### src/boot_mode_pkg.sv
// package for the boot-time mode stream loader: stream layout, register map,
// write-sequencer figures and the carrier structs.
// assumes a single 250 MHz bus clock domain.
package boot_mode_pkg;

    // ==============================================================
    // serial stream timing
    localparam int MODE_BIT_CYCLES = 256;
    localparam int STREAM_BITS     = 257;
    localparam int CAPTURE_BITS    = 32;
    localparam logic [7:0] DIV_LAST    = 8'(MODE_BIT_CYCLES - 1);
    localparam logic [7:0] DIV_SAMPLE  = 8'(MODE_BIT_CYCLES / 2 - 1);
    localparam logic [8:0] STREAM_LAST = 9'(STREAM_BITS - 1);
    localparam logic [8:0] CAPTURE_END = 9'(CAPTURE_BITS);

    // ==============================================================
    // stream bit positions
    localparam int POS_RATIO    = 5;
    localparam int POS_WRMODE   = 9;
    localparam int POS_TIMER    = 11;
    localparam int POS_WIDTH    = 12;
    localparam int POS_DRV      = 13;
    localparam int POS_GAP      = 15;
    localparam int POS_RSVD18   = 18;
    localparam int POS_FASTMUL  = 19;
    localparam int POS_RSVD_LO  = 20;
    localparam int POS_RSVD_HI  = 24;
    localparam int POS_IDENT    = 25;
    localparam logic [8:0] POS_RSVD_TAIL = 9'h01B;

    // ==============================================================
    // field encodings
    localparam logic [1:0] WRM_LEGACY   = 2'h0;
    localparam logic [1:0] WRM_RESERVED = 2'h1;
    localparam logic [1:0] WRM_PIPE     = 2'h2;
    localparam logic [1:0] WRM_REISSUE  = 2'h3;
    localparam logic [2:0] RATIO_RSVD   = 3'h7;
    localparam logic [3:0] RATIO_BASE   = 4'h2;

    // ==============================================================
    // bus write sequencing
    localparam logic [3:0] BLOCK_BEATS_WIDE   = 4'h4;
    localparam logic [3:0] BLOCK_BEATS_NARROW = 4'h8;
    localparam logic [3:0] NARROW_BYTES       = 4'h4;
    localparam logic [31:0] NARROW_ADDR_STEP  = 32'h0000_0004;

    // ==============================================================
    // register map
    localparam logic [7:0] REG_PROC_CONFIG = 8'h00;
    localparam logic [7:0] REG_MODE_LOW    = 8'h04;
    localparam logic [7:0] REG_STATUS      = 8'h08;
    localparam int CFG_FASTMUL_BIT = 0;
    localparam int CFG_IDENT_LSB   = 20;
    localparam int STAT_DONE_BIT   = 0;
    localparam int STAT_ERR_BIT    = 1;
    localparam int STAT_BUSY_BIT   = 2;
    localparam logic [31:0] RD_ZERO = 32'h0000_0000;

    // ==============================================================
    // carriers
    typedef struct packed {
        logic       timerRouteOff;
        logic       narrowBus;
        logic [1:0] drvStrength;
        logic [2:0] writeGap;
        logic       mulSlow;
        logic [1:0] sysIdent;
        logic [1:0] wrMode;
        logic [2:0] pllRatio;
    } mode_settings_t;

    localparam mode_settings_t SETTINGS_RESET = '0;

    typedef struct packed {
        logic        addrCycle;
        logic        dataCycle;
        logic [3:0]  beatIdx;
        logic [63:0] word;
    } bus_cycle_t;

endpackage : boot_mode_pkg

### src/boot_mode_stream_config.sv
// boot-time mode stream loader with the system-bus write sequencer it steers.
// assumes all inputs synchronous to ref_clk; the stream source shifts one bit
// per mode clock period and the bus agent signals readiness on write_accept_n.
//
// Overview of operation
// - bit 11 low routes timer onto line five
// - bit 12 picks 64-bit or 32-bit bus
// - bits 14:13 set output drive strength
// - bits 17:15 insert 0-7 gap cycles
// - gap applies to block and single writes
// - gap 000 puts data right after address
// - bit 19 sets fast-multiply reset value
// - bits 25:26 readable in config 21:20
// - PLL multiplies bus clock by 2..8
// - single byte-to-width and eight-word block writes
// - block beats 4 or 8; narrow splits
// - reissue mode repeats a write if agent not ready at address
// - pipelined mode allows one write after deassert
// - one stream bit per 256 bus clocks
// - bits 10:9 select non-block write protocol
//
// The register offsets and the address-and-strobe port were chosen for this implementation.
`timescale 1ns/100ps
`default_nettype none

module boot_mode_stream_config
    import boot_mode_pkg::*;
(
    input  wire logic        ref_clk,        // bus clock, 250 MHz
    input  wire logic        rst,            // async reset, restarts capture
    input  wire logic        clkEn,          // freezes all state when low
    input  wire logic        modeIn,         // serial mode stream bit
    output logic             modeClock,      // stream shift clock out
    output logic             configDone,     // settings captured and valid
    output logic             modeError,      // reserved code or bit seen
    output mode_settings_t   settings,       // captured settings
    output logic [3:0]       pllMultiplier,  // pipeline to bus clock ratio
    output logic             mulExtraCycle,  // slow multiply in effect
    input  wire logic        timerIrq,       // internal timer event
    input  wire logic [5:0]  extIrq,         // external interrupt lines
    output logic [5:0]       irqLines,       // merged interrupt lines
    input  wire logic        wrReq,          // write request held until taken
    input  wire logic        wrBlock,        // request is a block write
    input  wire logic [3:0]  wrBytes,        // single write size, 1..8
    input  wire logic [31:0] wrAddr,         // write address
    input  wire logic [63:0] wrData,         // data for the current beat
    input  wire logic        write_accept_n, // agent ready, active low
    output logic             wrTaken,        // request accepted pulse
    output logic             dataTake,       // wrData consumed pulse
    output bus_cycle_t       mux_addr_data_bus, // bus cycle out
    input  wire logic [7:0]  regAddr,        // register byte address
    input  wire logic [31:0] regWrData,      // register write data
    input  wire logic        regWr,          // write strobe
    input  wire logic        regRd,          // read strobe
    output logic [31:0]      regRdData       // read data, next cycle
);

    // ==============================================================
    // functions
    function automatic logic fastMode(input logic [1:0] m);
        fastMode = (m == WRM_PIPE) || (m == WRM_REISSUE);
    endfunction : fastMode

    function automatic logic [3:0] beatsFor(input logic blk, input logic narrow);
        beatsFor = blk ? (narrow ? BLOCK_BEATS_NARROW : BLOCK_BEATS_WIDE) : 4'h1;
    endfunction : beatsFor

    // ==============================================================
    // stream capture state
    logic                    capActive_r;
    logic [7:0]              divCnt_r;
    logic [8:0]              bitIdx_r;
    logic [CAPTURE_BITS-1:0] shift_r;
    logic                    rsvdSeen_r;
    logic                    modeClock_r;
    logic                    configDone_r;
    logic                    modeError_r;
    mode_settings_t          settings_r;
    logic [3:0]              pllMult_r;
    logic                    fastMulOff_r;

    wire logic sampleNow  = capActive_r && (divCnt_r == DIV_SAMPLE);
    wire logic lastSample = sampleNow && (bitIdx_r == STREAM_LAST);
    wire logic tailBit    = sampleNow && (bitIdx_r >= POS_RSVD_TAIL) && modeIn;
    wire logic [CAPTURE_BITS-1:0] shiftNxt = {modeIn, shift_r[CAPTURE_BITS-1:1]};

    wire logic rsvdLow = shift_r[POS_RSVD18] || (|shift_r[POS_RSVD_HI:POS_RSVD_LO]);

    mode_settings_t decoded;
    assign decoded.timerRouteOff = shift_r[POS_TIMER];
    assign decoded.narrowBus     = shift_r[POS_WIDTH];
    assign decoded.drvStrength   = shift_r[POS_DRV+1:POS_DRV];
    assign decoded.writeGap      = shift_r[POS_GAP+2:POS_GAP];
    assign decoded.mulSlow       = shift_r[POS_FASTMUL];
    // identifier, bit 25 lands in 21
    assign decoded.sysIdent      = {shift_r[POS_IDENT], shift_r[POS_IDENT+1]};
    assign decoded.wrMode        = shift_r[POS_WRMODE+1:POS_WRMODE];
    assign decoded.pllRatio      = shift_r[POS_RATIO+2:POS_RATIO];

    wire logic decodeBad = rsvdLow || rsvdSeen_r || tailBit || (decoded.wrMode == WRM_RESERVED)
                           || (decoded.pllRatio == RATIO_RSVD);

    // ==============================================================
    // stream sequencer
    // one bit per divider period
    always_ff @(posedge ref_clk or posedge rst) begin
        if (rst) begin
            capActive_r <= 1'b1;
            divCnt_r    <= '0;
            bitIdx_r    <= '0;
            modeClock_r <= 1'b0;
        end else if (clkEn && capActive_r) begin
            divCnt_r    <= divCnt_r + 8'h01;
            modeClock_r <= (divCnt_r == DIV_SAMPLE) ? 1'b0 : ((divCnt_r == DIV_LAST) ? 1'b1 : modeClock_r);
            if (divCnt_r == DIV_LAST) begin
                bitIdx_r <= bitIdx_r + 9'h001;
            end
            if (lastSample) begin
                capActive_r <= 1'b0;
                modeClock_r <= 1'b0;
            end
        end
    end

    // bit 0 first, held after capture
    always_ff @(posedge ref_clk or posedge rst) begin
        if (rst) begin
            shift_r    <= '0;
            rsvdSeen_r <= 1'b0;
        end else if (clkEn && sampleNow) begin
            if (bitIdx_r < CAPTURE_END) begin
                shift_r <= shiftNxt;
            end
            if (tailBit) begin
                rsvdSeen_r <= 1'b1;
            end
        end
    end

    always_ff @(posedge ref_clk or posedge rst) begin
        if (rst) begin
            settings_r   <= SETTINGS_RESET;
            configDone_r <= 1'b0;
            modeError_r  <= 1'b0;
            pllMult_r    <= RATIO_BASE;
        end else if (clkEn && lastSample) begin
            settings_r   <= decoded;
            configDone_r <= 1'b1;
            modeError_r  <= decodeBad;
            pllMult_r    <= {1'b0, decoded.pllRatio} + RATIO_BASE;
        end
    end

    // ==============================================================
    // register port
    wire logic cfgWrite = regWr && (regAddr == REG_PROC_CONFIG);

    always_ff @(posedge ref_clk or posedge rst) begin
        if (rst) begin
            fastMulOff_r <= 1'b0;
        end else if (clkEn) begin
            if (lastSample) begin
                fastMulOff_r <= decoded.mulSlow;
            end else if (cfgWrite && configDone_r) begin
                fastMulOff_r <= regWrData[CFG_FASTMUL_BIT];
            end
        end
    end

    logic [31:0] cfgWord;
    logic [31:0] statWord;
    logic [31:0] rdSel;
    logic        wrBusy;

    always_comb begin
        cfgWord = RD_ZERO;
        cfgWord[CFG_FASTMUL_BIT] = fastMulOff_r;
        cfgWord[CFG_IDENT_LSB+1:CFG_IDENT_LSB] = settings_r.sysIdent;
        statWord = RD_ZERO;
        statWord[STAT_DONE_BIT] = configDone_r;
        statWord[STAT_ERR_BIT]  = modeError_r;
        statWord[STAT_BUSY_BIT] = wrBusy;
    end

    assign rdSel = (regAddr == REG_PROC_CONFIG) ? cfgWord :
                   (regAddr == REG_MODE_LOW)    ? shift_r :
                   (regAddr == REG_STATUS)      ? statWord : RD_ZERO;

    logic [31:0] regRdData_r;
    always_ff @(posedge ref_clk or posedge rst) begin
        if (rst) begin
            regRdData_r <= RD_ZERO;
        end else if (clkEn) begin
            regRdData_r <= regRd ? rdSel : RD_ZERO;
        end
    end

    // ==============================================================
    // interrupt merge
    logic [5:0] irq_r;
    wire logic [5:0] irqNxt = extIrq | {timerIrq && !settings_r.timerRouteOff && configDone_r, 5'h00};
    always_ff @(posedge ref_clk or posedge rst) begin
        if (rst) begin
            irq_r <= '0;
        end else if (clkEn) begin
            irq_r <= irqNxt;
        end
    end

    // ==============================================================
    // write sequencer
    typedef enum logic [2:0] {ST_IDLE, ST_ADDR, ST_GAP, ST_DATA} wr_state_t;
    wr_state_t   state_r;
    wr_state_t   stateNxt;
    logic [2:0]  gapCnt_r;
    logic [3:0]  beat_r;
    logic [3:0]  beatsTot_r;
    logic        splitPend_r;
    logic        missed_r;
    logic        extraUsed_r;
    logic [31:0] addr_r;
    logic        blk_r;
    bus_cycle_t  bus_r;
    logic        wrTaken_r;
    logic        dataTake_r;

    wire logic narrow    = settings_r.narrowBus;
    wire logic [1:0] wrm = settings_r.wrMode;
    wire logic agentRdy  = !write_accept_n;
    wire logic pipeExtra = (wrm == WRM_PIPE) && !extraUsed_r;
    wire logic canIssue  = configDone_r && (agentRdy || pipeExtra);
    // narrow single above four bytes splits
    wire logic needSplit = narrow && !wrBlock && (wrBytes > NARROW_BYTES);
    wire logic lastBeat  = (state_r == ST_DATA) && (beat_r + 4'h1 == beatsTot_r);
    wire logic chainOk   = lastBeat && !splitPend_r && !missed_r && fastMode(wrm) && !blk_r;
    wire logic acceptNow = wrReq && canIssue && ((state_r == ST_IDLE) || chainOk);
    wire logic reissue   = lastBeat && missed_r && (wrm == WRM_REISSUE);
    assign wrBusy = (state_r != ST_IDLE);

    always_comb begin
        stateNxt = state_r;
        unique case (state_r)
            ST_IDLE: begin
                if (acceptNow) begin
                    stateNxt = ST_ADDR;
                end
            end
            // zero gap goes straight to data
            ST_ADDR: begin
                stateNxt = (settings_r.writeGap == 3'h0) ? ST_DATA : ST_GAP;
            end
            ST_GAP: begin
                if (gapCnt_r == 3'h1) begin
                    stateNxt = ST_DATA;
                end
            end
            ST_DATA: begin
                if (lastBeat) begin
                    stateNxt = (splitPend_r || reissue || acceptNow) ? ST_ADDR : ST_IDLE;
                end
            end
        endcase
    end

    always_ff @(posedge ref_clk or posedge rst) begin
        if (rst) begin
            state_r     <= ST_IDLE;
            gapCnt_r    <= '0;
            beat_r      <= '0;
            beatsTot_r  <= 4'h1;
            splitPend_r <= 1'b0;
            missed_r    <= 1'b0;
            addr_r      <= '0;
            blk_r       <= 1'b0;
        end else if (clkEn) begin
            state_r <= stateNxt;
            if (acceptNow) begin
                addr_r      <= wrAddr;
                blk_r       <= wrBlock;
                beatsTot_r  <= beatsFor(wrBlock, narrow);
                splitPend_r <= needSplit;
            end else if (lastBeat && splitPend_r) begin
                addr_r      <= addr_r + NARROW_ADDR_STEP;
                splitPend_r <= 1'b0;
            end
            if (state_r == ST_ADDR) begin
                gapCnt_r <= settings_r.writeGap;
                missed_r <= (wrm == WRM_REISSUE) && !agentRdy;
                beat_r   <= '0;
            end else if (state_r == ST_GAP) begin
                gapCnt_r <= gapCnt_r - 3'h1;
            end else if (state_r == ST_DATA) begin
                beat_r <= beat_r + 4'h1;
            end
        end
    end

    always_ff @(posedge ref_clk or posedge rst) begin
        if (rst) begin
            extraUsed_r <= 1'b0;
        end else if (clkEn) begin
            if (agentRdy) begin
                extraUsed_r <= 1'b0;
            end else if (acceptNow) begin
                extraUsed_r <= 1'b1;
            end
        end
    end

    // ==============================================================
    // registered bus outputs
    wire logic [31:0] addrNxt = acceptNow ? wrAddr : (splitPend_r ? addr_r + NARROW_ADDR_STEP : addr_r);
    // narrow bus carries the low word; a split's high half is patched at the output flop
    wire logic [63:0] dataNxt = narrow ? {32'h0000_0000, wrData[31:0]} : wrData;

    bus_cycle_t busNxt;
    always_comb begin
        busNxt.addrCycle = (stateNxt == ST_ADDR);
        busNxt.dataCycle = (stateNxt == ST_DATA);
        busNxt.beatIdx   = ((state_r == ST_DATA) && (stateNxt == ST_DATA)) ? beat_r + 4'h1 : 4'h0;
        busNxt.word      = 64'h0000_0000_0000_0000;
        if (stateNxt == ST_ADDR) begin
            busNxt.word = {32'h0000_0000, addrNxt};
        end else if (stateNxt == ST_DATA) begin
            busNxt.word = dataNxt;
        end
    end

    logic splitSecond_r;
    always_ff @(posedge ref_clk or posedge rst) begin
        if (rst) begin
            bus_r         <= '0;
            wrTaken_r     <= 1'b0;
            dataTake_r    <= 1'b0;
            splitSecond_r <= 1'b0;
        end else if (clkEn) begin
            bus_r      <= busNxt;
            wrTaken_r  <= acceptNow;
            dataTake_r <= (stateNxt == ST_DATA);
            if (acceptNow) begin
                splitSecond_r <= 1'b0;
            end else if (lastBeat && splitPend_r) begin
                splitSecond_r <= 1'b1;
            end
            if (splitSecond_r && (stateNxt == ST_DATA)) begin
                bus_r.word <= {32'h0000_0000, wrData[63:32]};
            end
        end
    end

    // ==============================================================
    // outputs
    assign modeClock         = modeClock_r;
    assign configDone        = configDone_r;
    assign modeError         = modeError_r;
    assign settings          = settings_r;
    assign pllMultiplier     = pllMult_r;
    assign mulExtraCycle     = fastMulOff_r;
    assign irqLines          = irq_r;
    assign wrTaken           = wrTaken_r;
    assign dataTake          = dataTake_r;
    assign mux_addr_data_bus = bus_r;
    assign regRdData         = regRdData_r;

endmodule : boot_mode_stream_config

`default_nettype wire

### config.mk
export PLATFORM = sky130hd
export DESIGN_NAME = boot_mode_stream_config
export DESIGN_NICKNAME = d
export VERILOG_FILES = /design/src/boot_mode_pkg.sv /design/src/boot_mode_stream_config.sv
export SDC_FILE = /design/constraint.sdc
export NUM_CORES = 1
export LEC_CHECK = 0
export ABC_AREA = 1
export BUFFER_PORTS_ARGS = -buffer_cell sky130_fd_sc_hd__clkbuf_2
export CAP_MARGIN = 0
export CORE_ASPECT_RATIO = 0.8
export CORE_MARGIN = 5
export CORE_UTILIZATION = 50
export DETAILED_ROUTE_END_ITERATION = 10
export PLACE_DENSITY = 0.87
export SLEW_MARGIN = 20
export SYNTH_ARGS = -nofsm -noshare
export SYNTH_HDL_FRONTEND = slang
export SYNTH_SLANG_ARGS = --single-unit
### constraint.sdc
create_clock -name ref_clk -period 10 [get_ports ref_clk]
set_clock_uncertainty 0.2 [all_clocks]
set_input_delay 0.5 -clock ref_clk [delete_from_list [all_inputs] [get_ports ref_clk]]
set_output_delay 0.5 -clock ref_clk [all_outputs]
set_load 0.02 [all_outputs]
Word level (Yosys, flattened, before mapping)
Index checks and enable logic that the tools add are counted.
- bitwise logic cells: 1
- mux-type cells: 37
- reduce and logical (&&, ||, !) cells: 67
- magnitude comparators: 3
- eq/ne operators: 18
- add/subtract/negate cells: 6
- operators with widths (operator ; count):
    $mux 64 ; 4
    $mux 32 ; 7
    $add 32x3->32 const B ; 1
    $logic_and 1x1->1 ; 28
    $mux 4 ; 6
    $reduce_and 2->1 ; 11
    $mux 3 ; 6
    $mux 1 ; 13
    $pmux 3 s4 ; 1
    $logic_or 1x1->1 ; 10
    $add 9x1->9 const B ; 1
    $eq 3x1->1 const B ; 3
    $eq 3x2->1 const B ; 3
    $eq 9x9->1 const B ; 1
    $ge 9x5->1 const B ; 1
    $lt 9x6->1 const B ; 1
    $add 8x1->8 const B ; 1
    $eq 8x3->1 const B ; 1
    $eq 8x4->1 const B ; 1
    $eq 8x7->1 const B ; 1
    $eq 8x8->1 const B ; 1
    $logic_not 8->1 ; 1
    $reduce_bool 2->1 ; 4
    $logic_not 1->1 ; 7
    other kinds (15) ; 18
- word-level logic and storage cells: 167
- flip-flop bits (word level): 234
- input bits: 156

Logic depth before layout (Yosys ltp)
- depth after elaboration: 17
- mapped depth: 18
- depth with buffers taken out: 17

Least setup slack after synthesis
OpenSTA, ideal clock, no wires.
- kind: register to register
- start: register beat_r[0]
- end: register bus_r, in the netlist mux_addr_data_bus[10]
- data required time: 9.682 ns
- setup slack: 7.669 ns
- arrival: 2.013 ns
- setup time: 0.118 ns
- path buffers: 1
- cell stages (with the launch flop): 15
- path through: dfrtp_1 > ha_1 > nor2_1 > nand3_1 > nor2_2 > nand4_1 > nand2_1 > nand2_4 > nand2_8 > nand2_4 > nor2_8 > buf_2 > nand3_1 > nand3_1 > nand2_1
- cells in the longest elaborated chain, start to end: 17
- elaborated cells between the ends (all ways): 24
- those cells by class: add/sub: 1; eq/ne: 3; mux: 8; reduce/logical: 12
- ends and longest elaborated chain (what ; RTL line ; source):
    start, declared ; boot_mode_stream_config.sv:216 ; logic [3:0] beat_r;
    start signal, assigned ; boot_mode_stream_config.sv:293 ; beat_r <= beat_r + 4'h1;
    $add 4x1->4 * ; boot_mode_stream_config.sv:234 ; wire logic lastBeat = (state_r == ST_DATA) && (beat_r + 4'h1 == beatsTot_r);
    $eq 4x4->1 * ; boot_mode_stream_config.sv:234 ;
    $logic_and 1x1->1 * ; boot_mode_stream_config.sv:234 ;
    $logic_and 1x1->1 (4 in series) ; boot_mode_stream_config.sv:235 ; wire logic chainOk = lastBeat && !splitPend_r && !missed_r && fastMode(wrm) && !blk_r;
    $logic_or 1x1->1 ; boot_mode_stream_config.sv:236 ; wire logic acceptNow = wrReq && canIssue && ((state_r == ST_IDLE) || chainOk);
    $logic_and 1x1->1 ; boot_mode_stream_config.sv:236 ;
    $logic_or 1x1->1 ; boot_mode_stream_config.sv:259 ; stateNxt = (splitPend_r || reissue || acceptNow) ? ST_ADDR : ST_IDLE;
    $mux 1 ; boot_mode_stream_config.sv:259 ;
    $mux 3 ; boot_mode_stream_config.sv:258 ; if (lastBeat) begin
    $pmux 3 s4 ; boot_mode_stream_config.sv:242 ; unique case (state_r)
    $eq 3x2->1 ; boot_mode_stream_config.sv:324, boot_mode_stream_config.sv:345 ;
    $mux 64 ; boot_mode_stream_config.sv:324 ; end else if (stateNxt == ST_DATA) begin
    $mux 64 ; boot_mode_stream_config.sv:322 ; if (stateNxt == ST_ADDR) begin
    $mux 64 * ; boot_mode_stream_config.sv:345 ; if (splitSecond_r && (stateNxt == ST_DATA)) begin
    end signal, assigned ; boot_mode_stream_config.sv:337 ; bus_r <= busNxt;
    end, declared ; boot_mode_stream_config.sv:223 ; bus_cycle_t bus_r;
Every way passes the cells marked *; elsewhere a longest branch is shown, timed or not.
A chain may end at the register's enable or synchronous reset.

Worst setup path in the final report
- start: register splitPend_r
- end: register bus_r, in the netlist mux_addr_data_bus[22]
- cells in the longest elaborated chain, start to end: 15
- elaborated cells between the ends (all ways): 21
- those cells by class: eq/ne: 2; mux: 9; reduce/logical: 10
- ends and longest elaborated chain (what ; RTL line ; source):
    start, declared ; boot_mode_stream_config.sv:218 ; logic splitPend_r;
    start signal, assigned ; boot_mode_stream_config.sv:281 ; splitPend_r <= needSplit;
    $logic_not 1->1 ; boot_mode_stream_config.sv:235 ;
    $logic_and 1x1->1 (4 in series) ; boot_mode_stream_config.sv:235 ;
    $logic_or 1x1->1 ; boot_mode_stream_config.sv:236 ;
    $logic_and 1x1->1 ; boot_mode_stream_config.sv:236 ;
    $logic_or 1x1->1 ; boot_mode_stream_config.sv:259 ;
    $mux 1 ; boot_mode_stream_config.sv:259 ;
    $mux 3 ; boot_mode_stream_config.sv:258 ;
    $pmux 3 s4 ; boot_mode_stream_config.sv:242 ;
    $eq 3x2->1 ; boot_mode_stream_config.sv:324, boot_mode_stream_config.sv:345 ;
    $mux 64 ; boot_mode_stream_config.sv:324 ;
    $mux 64 ; boot_mode_stream_config.sv:322 ;
    $mux 64 * ; boot_mode_stream_config.sv:345 ;
Marks and branches as above.

==> results.cfg <==
[placed_design]
place_ws_ns = 5.716
dp_hpwl_microns = 26780
gp_congestion = 0.9919
io_buffers = 257

[global_routing]
grt_util_all_layers = 0.2666
grt_pass1_vias = 11420
grt_overflow = 0
grt_pass1_wl_microns = 59580
grt_max_degree = 111
antenna_found_initial = 1

[clock_network]
cts-root-buf = clkbuf_16
cts_tree = yes
cts_buffer_depth = 3
insertion_delay_ns = 0.53
path_clk_slew_ns = 0.06
post_cts_resized = 0
post_cts_buffers = 0
h-tree-depth = 1
clkSinkCount = 232
cts_buffers = 25

[synth]
synthCells = 1559
synth_edf_count = 0
yosys_register_bits = 232
synth-compound-area-share = 0.1287
ys_types = 46
synth_fp_nets = 1723
synth_top_area_share = 0.4728
synthTopCellsByArea = dfrtp_1 47%, nand2_1 17%, nand3_1 5.4%
synthArstFlopShare = 1.000
synth-xor-area-share = 0.02313
synthMuxAreaShare = 0.0009292
yosysSeqAreaShare = 0.4794
synthTopCellsByCount = 545 x nand2_1, 229 x dfrtp_1, 155 x inv_1, 131 x nand3_1, 121 x o21ai_0
synth_area_per_cell_sq_um = 7.774
yosys.area.top_type = dfrtp_1
syn_area_sq_um = 12120
synth_top_family_by_area = simple AND/OR/NAND/NOR gates
yosysWarningCount = 0
ys.flop_type = dfrtp_1
synthAdderAreaFrac = 0.008259
synthSimpleGateAreaFrac = 0.2776
yosysMostFrequentCell = nand2_1

[timing]
max_freq_ghz = 0.2369
finalCritPeriodShare = 0.4221
post-route-min-period_ns = 4.221
hold_viol_final = 0
setup_violations = 0
fin_hold_ws_ns = 0.01533
tns_ns = 0
rsz0062_at_grt = false
slew_headroom = 0.3112
slew_viol_final = 0
tightest_slew_ns = 1.024
worst_slack_ns = 5.779

[critical_path]
cp_max_fo = 41
required_ns = 10.22
path_cells = buf_4 -> clkinv_1 -> nand4_1 -> nand2_1 -> nand2_4 -> inv_1 -> nand2_1 -> nand2_1 -> nand3_1 -> nand2_1 -> nand3_1 -> nand2_1
crit_buf_inv = 3
critPathTopFamily = buffers and inverters
crit_start = splitPend_r
timing.critical_path.mode_cell = nand2_1
regToRegEndpoint = mux_addr_data_bus[22]
timing.rr.start = splitPend_r
cpMaxStageDelayCell = clkinv_1
endpoint_kind = flop
arrival_ns = 4.44
max_stage_delay_ns = 0.88
r2r_cells = 12
crit_path_start_kind = flop
reg2reg_slack_ns = 5.78
crit_type = flop to flop

[power]
power_mw = 3.360
ir_drop_mv = 0.1616
power_density_nw_per_um2 = 233.7
leakage_nw = 7.351

[routing]
via_per_inst = 5.609
detail-route-antenna-nets = 0
drt_iter0_drc = 1010
drc_errors = 0
via_count = 11880
firstDrtPassIters = 5
wl_per_cell_microns = 17.80
totalWireLength_microns = 37700

[floorplanning]
start_util = 0.5024
core.rowCount = 51
io-pin-count = 289
core_sq_um = 24120
die_h_microns = 149.3
die_x_microns = 184.1
dieArea_sq_um = 27470

[final_layout]
drive_gt1_frac = 0.2006
multi_input_area_sq_um = 5336
final_nets = 1945
antenna_cells = 0
ff_latch_area_sq_um = 5811
utilization = 0.5961
syn_to_final_growth_pct = 18.63
fillCellCount = 2077

[status]
status = complete, no violations

[worst_hold_path]
hold_path_class = input pin to flop
hold_start = wrData[59]
worstHoldEndpoint = mux_addr_data_bus[59]
hold_depth = 3

[run]
drv_cap = 0
worst max path at each step:
stage	endpoint	slack (ns)	cells past startpoint
after floorplan	addr_r[0]	2.94	1
final	mux_addr_data_bus[22]	5.78	12
after global routing	mux_addr_data_bus[12]	5.53	12
after global placement	mux_addr_data_bus[5]	5.79	12
after CTS	mux_addr_data_bus[3]	5.70	12
after detailed placement	mux_addr_data_bus[3]	5.72	12
cells in the final DEF, fill, tap and decap left out, types with 7 or more instances in the layout:
cell type,Yosys,routed
a21oi_1,7,7
buf_4,9,9
clkbuf_1,49,10
clkbuf_16,0,25
clkbuf_2,0,257
dfrtp_1,229,228
dlygate4sd3_1,0,10
ha_1,8,8
inv_1,155,153
nand2_1,545,544
nand3_1,131,130
nand4_1,13,13
nor2_1,76,76
nor3_1,17,17
o2111ai_1,26,26
o211ai_1,29,29
o21ai_0,121,121
o21ai_2,30,30
o221ai_1,9,9
xor2_1,26,26
where the power goes:
group	switching (mW)	internal, mW	total [mW]
Combinational	0.842	0.362	1.20
Sequential	0.174	1.11	1.29
Clock	0.390	0.477	0.867
Total	1.41	1.95	3.36
kinds of logic (layout without fill, tap and decap cells):
family,after synthesis,count (layout)
adders and majority gates,8,8
xor gates and xnor gates,32,32
DFF,232,232
and+or+nand+nor,805,805
muxes,1,1
AOI/OAI and AO/OA,240,240
buffers and inverters,241,482
worst min-delay path, cell delays in order:
cell	delay, ns
clkbuf_2	0.09
inv_1	0.06
o21ai_2	0.05
cell type report:
cell class / count / area share
inverters: 159 / 0.04221
multi-input cells: 1086 / 0.3712
clock buffers: 36 / 0.04708
flip-flops and latches: 232 / 0.4041
repair buffers: 277 / 0.1025
clock inverters: 10 / 0.005221
well taps: 318 / 0.02767
flip-flops by register name, indices dropped and copies added (netlist names), 2 cells and up:
register,flops
pllMultiplier,3
shift_r,32
bitIdx_r,9
addr_r,32
state_r,3
divCnt_r,8
gapCnt_r,3
wrm,2
regRdData,32
irqLines,6
settings,12
beatsTot_r,3
mux_addr_data_bus,69
beat_r,4
metrics by stage:
step,std cells,cell area [sq um]
CTS,2118,14370
global placement,2061,13500
floorplan,1559,12120
finish,2118,14380
global route,2118,14380
detailed placement,2062,13520
routing by layer:
layer	GRT usage	wire length [microns]
met5	0	11
met4	0.1168	1878
met3	0.05510	3445
met2	0.4283	17420
met1	0.3520	14940
repair_timing:
item                       4_1_cts  5_1_grt
hold buffers                    10        0
hold endpoints to repair       116        0
setup endpoints to repair        0        0
(Power assumes the default switching activity.)
